### src/common/prog_space_pkg.sv
// constants for the program space and vector unit
package prog_space_pkg;
  localparam int PC_W = 21;
  localparam int SP_W = 5;
  localparam int STACK_DEPTH = 31;
  localparam int FLASH_KB_DEFAULT = 128;
  localparam logic [20:0] RESET_VEC = 21'h000000;
  localparam logic [20:0] HIGH_VEC = 21'h000008;
  localparam logic [20:0] LOW_VEC = 21'h000018;
  localparam logic [20:0] PC_STEP = 21'h000002;
  localparam logic [4:0] SP_RESET = 5'h00;
  localparam logic [4:0] SP_MAX = 5'h1F;
  localparam logic [15:0] NOP_WORD = 16'h0000;
endpackage

### src/hw/program_space_vector_unit.sv
// program counter, hard vectors, return stack push and program fetch bus
module program_space_vector_unit #(
  parameter int FLASH_KB = prog_space_pkg::FLASH_KB_DEFAULT
) (
  // clock and reset
  input wire logic clock,
  input wire logic sys_rst,
  // sequencing requests from the core
  input wire logic fetch_advance,
  input wire logic pc_load,
  input wire logic [20:0] pc_load_value,
  input wire logic int_ack,
  input wire logic wake_up,
  input wire logic int_pending_high,
  input wire logic int_pending_low,
  input wire logic global_int_enable_high,
  input wire logic global_int_enable_low,
  input wire logic [7:0] interrupt_control_regs,
  input wire logic [7:0] peripheral_int_flag_regs,
  // program memory bus
  input wire logic [15:0] flash_rdata,
  output logic [20:0] prog_addr,
  output logic [15:0] instr_word,
  output logic [20:0] program_counter,
  output logic [7:0] prog_counter_low_byte,
  // return stack top, stack pointer and wake-up status
  output logic [7:0] stack_top_upper,
  output logic [7:0] stack_top_high,
  output logic [7:0] stack_top_low,
  output logic [4:0] return_stack_pointer,
  output logic wake_vectored,
  output logic wake_flag_missing
);

  // ****************************************
  // configuration check
  // ****************************************
  localparam logic [20:0] FLASH_TOP = 21'(FLASH_KB * 1024);

  if (FLASH_KB != 32 && FLASH_KB != 64 && FLASH_KB != 128) begin
    $error("flash size must be 32, 64 or 128 Kbytes");
  end

  // ****************************************
  // vector selection
  // ****************************************
  function automatic logic [20:0] pick_vector(input logic hi);
    return hi ? prog_space_pkg::HIGH_VEC : prog_space_pkg::LOW_VEC;
  endfunction

  logic [20:0] pc_q, pc_d;
  logic [4:0] sp_q;
  logic [20:0] tos_q;
  logic [20:0] addr_q;
  logic [15:0] word_q;
  logic vect_q, miss_q;
  logic [20:0] stack_mem [1:prog_space_pkg::STACK_DEPTH];
  logic gie, wake_int, take_int, any_int, push_ok;

  assign gie = global_int_enable_high | global_int_enable_low;
  assign any_int = int_pending_high | int_pending_low;
  assign wake_int = wake_up & any_int & gie;
  assign take_int = wake_int | (int_ack & any_int);
  assign push_ok = sp_q != prog_space_pkg::SP_MAX;

  always_comb begin
    pc_d = pc_q;
    if (take_int) begin
      pc_d = pick_vector(int_pending_high);
    end else if (pc_load) begin
      pc_d = pc_load_value;
    end else if (fetch_advance) begin
      pc_d = pc_q + prog_space_pkg::PC_STEP;
    end
    pc_d[0] = 1'b0;
  end

  // ****************************************
  // program counter
  // ****************************************
  always_ff @(posedge clock) begin
    if (sys_rst) begin
      pc_q <= prog_space_pkg::RESET_VEC;
    end else begin
      pc_q <= pc_d;
    end
  end

  // ****************************************
  // return stack push
  // ****************************************
  always_ff @(posedge clock) begin
    if (sys_rst) begin
      sp_q <= prog_space_pkg::SP_RESET;
      tos_q <= prog_space_pkg::RESET_VEC;
    end else if (take_int && push_ok) begin
      sp_q <= sp_q + 5'h01;
      tos_q <= pc_q;
    end
  end

  always_ff @(posedge clock) begin
    if (!sys_rst && take_int && push_ok) begin
      stack_mem[sp_q + 5'h01] <= pc_q;
    end
  end

  // ****************************************
  // program fetch bus
  // ****************************************
  always_ff @(posedge clock) begin
    // own fetch bus, zero above flash
    if (sys_rst) begin
      addr_q <= prog_space_pkg::RESET_VEC;
      word_q <= prog_space_pkg::NOP_WORD;
    end else begin
      addr_q <= pc_d;
      word_q <= (pc_q < FLASH_TOP) ? flash_rdata : prog_space_pkg::NOP_WORD;
    end
  end

  // ****************************************
  // wake-up status
  // ****************************************
  always_ff @(posedge clock) begin
    if (sys_rst) begin
      vect_q <= 1'b0;
      miss_q <= 1'b0;
    end else begin
      vect_q <= wake_int;
      miss_q <= wake_int && interrupt_control_regs == 8'h00 &&
                peripheral_int_flag_regs == 8'h00;
    end
  end

  assign program_counter = pc_q;
  assign prog_counter_low_byte = pc_q[7:0];
  assign prog_addr = addr_q;
  assign instr_word = word_q;
  assign stack_top_upper = {3'h0, tos_q[20:16]};
  assign stack_top_high = tos_q[15:8];
  assign stack_top_low = tos_q[7:0];
  assign return_stack_pointer = sp_q;
  assign wake_vectored = vect_q;
  assign wake_flag_missing = miss_q;
endmodule

### config.mk
export PLATFORM = sky130hd
export DESIGN_NAME = program_space_vector_unit
export DESIGN_NICKNAME = d
export VERILOG_FILES = /design/src/common/prog_space_pkg.sv /design/src/hw/program_space_vector_unit.sv
export SDC_FILE = /design/constraint.sdc
export NUM_CORES = 1
export LEC_CHECK = 0
export BUFFER_PORTS_ARGS = -buffer_cell sky130_fd_sc_hd__buf_2
export CELL_PAD_IN_SITES_DETAIL_PLACEMENT = 0
export CELL_PAD_IN_SITES_GLOBAL_PLACEMENT = 1
export CORE_MARGIN = 8
export CORE_UTILIZATION = 30
export CTS_CLUSTER_SIZE = 24
export DETAILED_ROUTE_END_ITERATION = 7
export PLACE_DENSITY_LB_ADDON = 0.1
export SYNTH_ARGS = -nofsm -noshare
export SYNTH_HDL_FRONTEND = slang
export SYNTH_SLANG_ARGS = --single-unit
### constraint.sdc
create_clock -name clock -period 2 [get_ports clock]
set_clock_uncertainty 0.1 [all_clocks]
set_input_delay 0.4 -clock clock [delete_from_list [all_inputs] [get_ports clock]]
set_output_delay 0.4 -clock clock [all_outputs]
set_load 0.01 [all_outputs]
Word level (Yosys, flattened, before mapping) --
Cells that the tools add are included.
Word-level totals: flip-flop bits (word level) 65, input bits 63, output and inout port bits 97, logic and storage cells 29
Cells by class: add/subtract/negate cells 2, magnitude comparators 1, equal/unequal tests 1, multiplexer cells 4, bitwise logic cells 7, reductions and logical operators 7
Operator list (count):
- $mux 21 | 3
- $add 21x2->21 const B | 1
- $lt 21x18->1 const B | 1
- $logic_not 8->1 | 2
- $add 5x1->5 const B | 1
- $mux 5 | 1
- $ne 5x5->1 const B | 1
- $and 1x1->1 | 3
- $logic_and 1x1->1 | 3
- $or 1x1->1 | 3
- $reduce_bool 3->1 | 1
- $reduce_or 2->1 | 1
- $not 1->1 | 1

Depth between registers and ports, before layout --
depth in word-level cells 5, depth in mapped cells 7, mapped depth without buffers 7

Worst setup path after synthesis --
OpenSTA, ideal clock, no wires.
path kind flip-flop to flip-flop, start point register sp_q[0] (netlist: return_stack_pointer[0]), end point register tos_q[5], library setup time 0.070 ns, data arrival time 1.704 ns, data required time 1.830 ns, slack 0.125 ns, stages on the path, launching flop included 8, buffers on the path 1, period minus slack after synthesis 1.875 ns, cell sequence dfxtp_1 ha_1 and3_1 ha_1 a211oi_2 clkbuf_1 nand2_1 a21oi_1
Between the ends: longest elaborated chain between the ends 2
RTL lines:
- from (decl) | RTL line program_space_vector_unit.sv:52 | logic [4:0] sp_q;
- from (signal assigned) | RTL line program_space_vector_unit.sv:94 | sp_q <= prog_space_pkg::SP_RESET;
- from (signal assigned) | RTL line program_space_vector_unit.sv:97 | sp_q <= sp_q + 5'h01;
- $ne 5x5->1 | RTL line program_space_vector_unit.sv:64 | assign push_ok = sp_q != prog_space_pkg::SP_MAX;
- $logic_and 1x1->1 | RTL line program_space_vector_unit.sv:96 | end else if (take_int && push_ok) begin
- to (signal assigned) | RTL line program_space_vector_unit.sv:95 | tos_q <= prog_space_pkg::RESET_VEC;
- to (signal assigned) | RTL line program_space_vector_unit.sv:98 | tos_q <= pc_q;
- to (decl) | RTL line program_space_vector_unit.sv:53 | logic [20:0] tos_q;
No other way between the ends. A chain may end at the register's enable or synchronous reset.

Worst setup path in the final report --
start point register sp_q[1] (netlist: return_stack_pointer[1]), end point register sp_q[3] (netlist: return_stack_pointer[3])
Between the ends: longest elaborated chain between the ends 2, elaborated cells between the ends (all ways) 3, classes of those cells add/sub: 1; eq/ne: 1; reduce/logical: 1
RTL lines:
- parallel branches: the longest is 2 deep, another holds $add 5x1->5
Parallel ways; which one is timed is not known.

==> impl_metrics.toml <==
[timing]
drv_slew = 0
whs_ps = 155
finalHoldViolations = 0
min_period_ps = 1850
fin_crit_sh_pct = 92.6
timing.final.ws_setup_ps = 148
setup_tns_ps = 0
clock.fmax_mhz = 540
setup-violations-final = 0
rsz0062_at_grt = "false"

[cts]
root_buffer = "clkbuf_8"
insertion_delay_ps = 330
cts_made_buffers = 9
numClockSinks = 63
htreeDepth = 3
clk_path_buf_depth = 2
clk_pin_slew_ps = 80
postCtsSetupRepairBufs = 0
tritoncts = "yes"

[critical_path]
critPathMaxFanout = 5
cpMaxStageDelayCell = "or3_1"
endpoint_kind = "register"
crit_required_ps = 2170
cpLargestDelayFamily = "simple AND/OR/NAND/NOR gates"
critPathLaunch = "return_stack_pointer[1]$_SDFFE_PP0P_"
cp_num_buf_inv = 0
cp_cell_sequence = "ha_1 > and3_1 > ha_1 > nand2b_1 > or3_1 > a21oi_1"
path_class = "register to register"
reg2reg_from = "return_stack_pointer[1]$_SDFFE_PP0P_"
slowest_delay_ps = 380
worst_path_most_repeated_cell = "ha_1"
crit_arrival_ps = 2020
startpoint_type = "register"

[cells_and_area]
stdcell_count = 585
postLayoutCoreUtil_pct = 41.3
seq_area_mm2 = 0.00126
stdcell_area_mm2 = 0.00376
layout-drive-gt1-share_pct = 40.5
syn2layout_area_growth_pct = 35.9
multiInputGateArea_mm2 = 0.00121
fill_cells = 987
n_antenna_cell = 0
fin_nets = 535

[yosys]
ys_top_cells_by_area = "dfxtp_1, buf_4, a21oi_1"
avgSynthCellArea_um2 = 8.42
ys_warn_count = 0
yosys_register_bits = 63
yosys.area_share.simple_pct = 21.3
synth_most_common_cell = "dfxtp_1"
synth_cell_type_count = 33
syn_area_mm2 = 0.00277
synth_common_cells = "dfxtp_1, nand2_1, a21oi_1"
synth-edff-count = 0
async_reset_ff_share_pct = 0
yosysTopAreaCell = "dfxtp_1"
synth_compound_area_share_pct = 12.2
yosysSeqAreaShare_pct = 45.5
synthCells = 329
muxShareOfSynthArea_pct = 1.08
synth_top_area_share_pct = 45.5
synth_top_family_by_area = "simple AND/OR/NAND/NOR gates"
synth_xor_area_share_pct = 6.32
synth_adder_area_share_pct = 1.36
synth_ff_type = "dfxtp_1"

[floorplan]
rows = 35
io-pin-count = 160
die-area_mm2 = 0.0126
dieHeight_um = 112
start_util_pct = 30.4
coreArea_mm2 = 0.00911
die_width_um = 112

[routing]
routedWlPerCell_um = 14.7
viasPerCell = 4.48
firstDrtPassIters = 4
wirelength_mm = 8.60
drc = 0
route.vias.total = 2619
route.antenna.remaining_nets = 0
first_iter_violations = 130

[global_route]
grtUsageTotal_pct = 13.9
grt_use_met1_pct = 16.4
grt_antenna_before_repair = 1
gr-usage-met2_pct = 22.3
grt_busiest_layer = "met2"
grt-ovfl-total = 0
grt_pass1_wl_mm = 13.9
met3_usage_pct = 5.80
grt_start_max_net_pins = 29
grt_pass1_vias = 2712

[placement]
post-place-ws_ps = 157
hpwlAfterDp_mm = 6.77
placed_area_mm2 = 0.00354
finalWeightedCongestion = 0.780
numPortBuffers = 151
dpl.cell_count = 569

[min_path]
min_from = "flash_rdata[3]"
hp-class = "primary input to register"

[power_and_ir_drop]
powerDensity_mw_per_mm2 = 806
finalPower_mw = 3.04
p_leak_nw = 1.85
vdd_drop_max_mv = 0.419

[run]
maxCapViolCount = 0

[outcome]
status = "finished, final reports clean"
## kinds of logic (layout without fill, tap and decap cells)
group                    count (synthesis)  count (layout)
buffers and inverters                   53             192
AO/OA/AOI/OAI                           63              63
flip-flops                              63              63
multiplexers                             3               3
other                                    1               7
adder cells (fa/ha/maj)                  3               3
AND/OR/NAND/NOR                        123             123
XOR/XNOR                                20              20
## path summary, 6_finish.rpt
kind / cells past startpoint / slack [ps] / to
setup / recovery: 6 / 150 / return_stack_pointer[3]$_SDFFE_PP0P_
hold reg to reg: 2 / 350 / tos_q[9]$_SDFFE_PP0P_
hold / removal: 2 / 160 / instr_word[3]$_SDFF_PP0_
setup reg to reg: 6 / 150 / return_stack_pointer[3]$_SDFFE_PP0P_
## state kept, by name (all words and copies together) (netlist names)
name	flops
wake_flag_missing	1
tos_q	20
return_stack_pointer	5
wake_vectored	1
prog_addr	20
instr_word	16
## report_power, final
part	switching (mW)	internal, mW	total, mW
sequential	0.0470	1.32	1.36
combinational	0.230	0.193	0.423
clock	0.513	0.737	1.25
## layout by cell type (no fill, tap or decap), types with 2 or more instances in the layout
cell type | synthesis | final
and3_1 | 4 | 4
clkbuf_8 | 0 | 10
buf_4 | 35 | 21
and2_1 | 17 | 17
bufinv_16 | 0 | 2
nor4_1 | 6 | 6
xor2_1 | 12 | 12
conb_1 | 1 | 7
nor2_1 | 20 | 20
nand2_1 | 53 | 53
inv_1 | 3 | 3
nor3_1 | 2 | 2
a21oi_1 | 42 | 42
ha_1 | 3 | 3
xnor2_1 | 8 | 8
buf_2 | 1 | 151
and4_1 | 3 | 3
nand3_1 | 5 | 5
mux2i_1 | 3 | 3
dfxtp_1 | 63 | 63
nand4_1 | 8 | 8
o21ai_0 | 16 | 16
## layout make-up
| type | instances | share of cell area, % |
|---|---|---|
| sequential | 63 | 33.5 |
| tap | 111 | 3.69 |
| clock inverter | 5 | 2.16 |
| timing repair buffer | 173 | 24.6 |
| clock buffer | 11 | 3.76 |
| multi-input combinational | 219 | 32.0 |
| inverter | 3 | 0.299 |
## per-layer routing
metal	vias to the layer above	wire length, um
met4	2	85
met3	9	650
met1	1174	3750
met5	-	13
met2	90	4100
li1	1344	-
## what timing repair did
action,CTS,global route
hold buffers,0,0
resized for setup,0,1
setup endpoints to repair,0,1
Power figures use the tool's default switching activity.
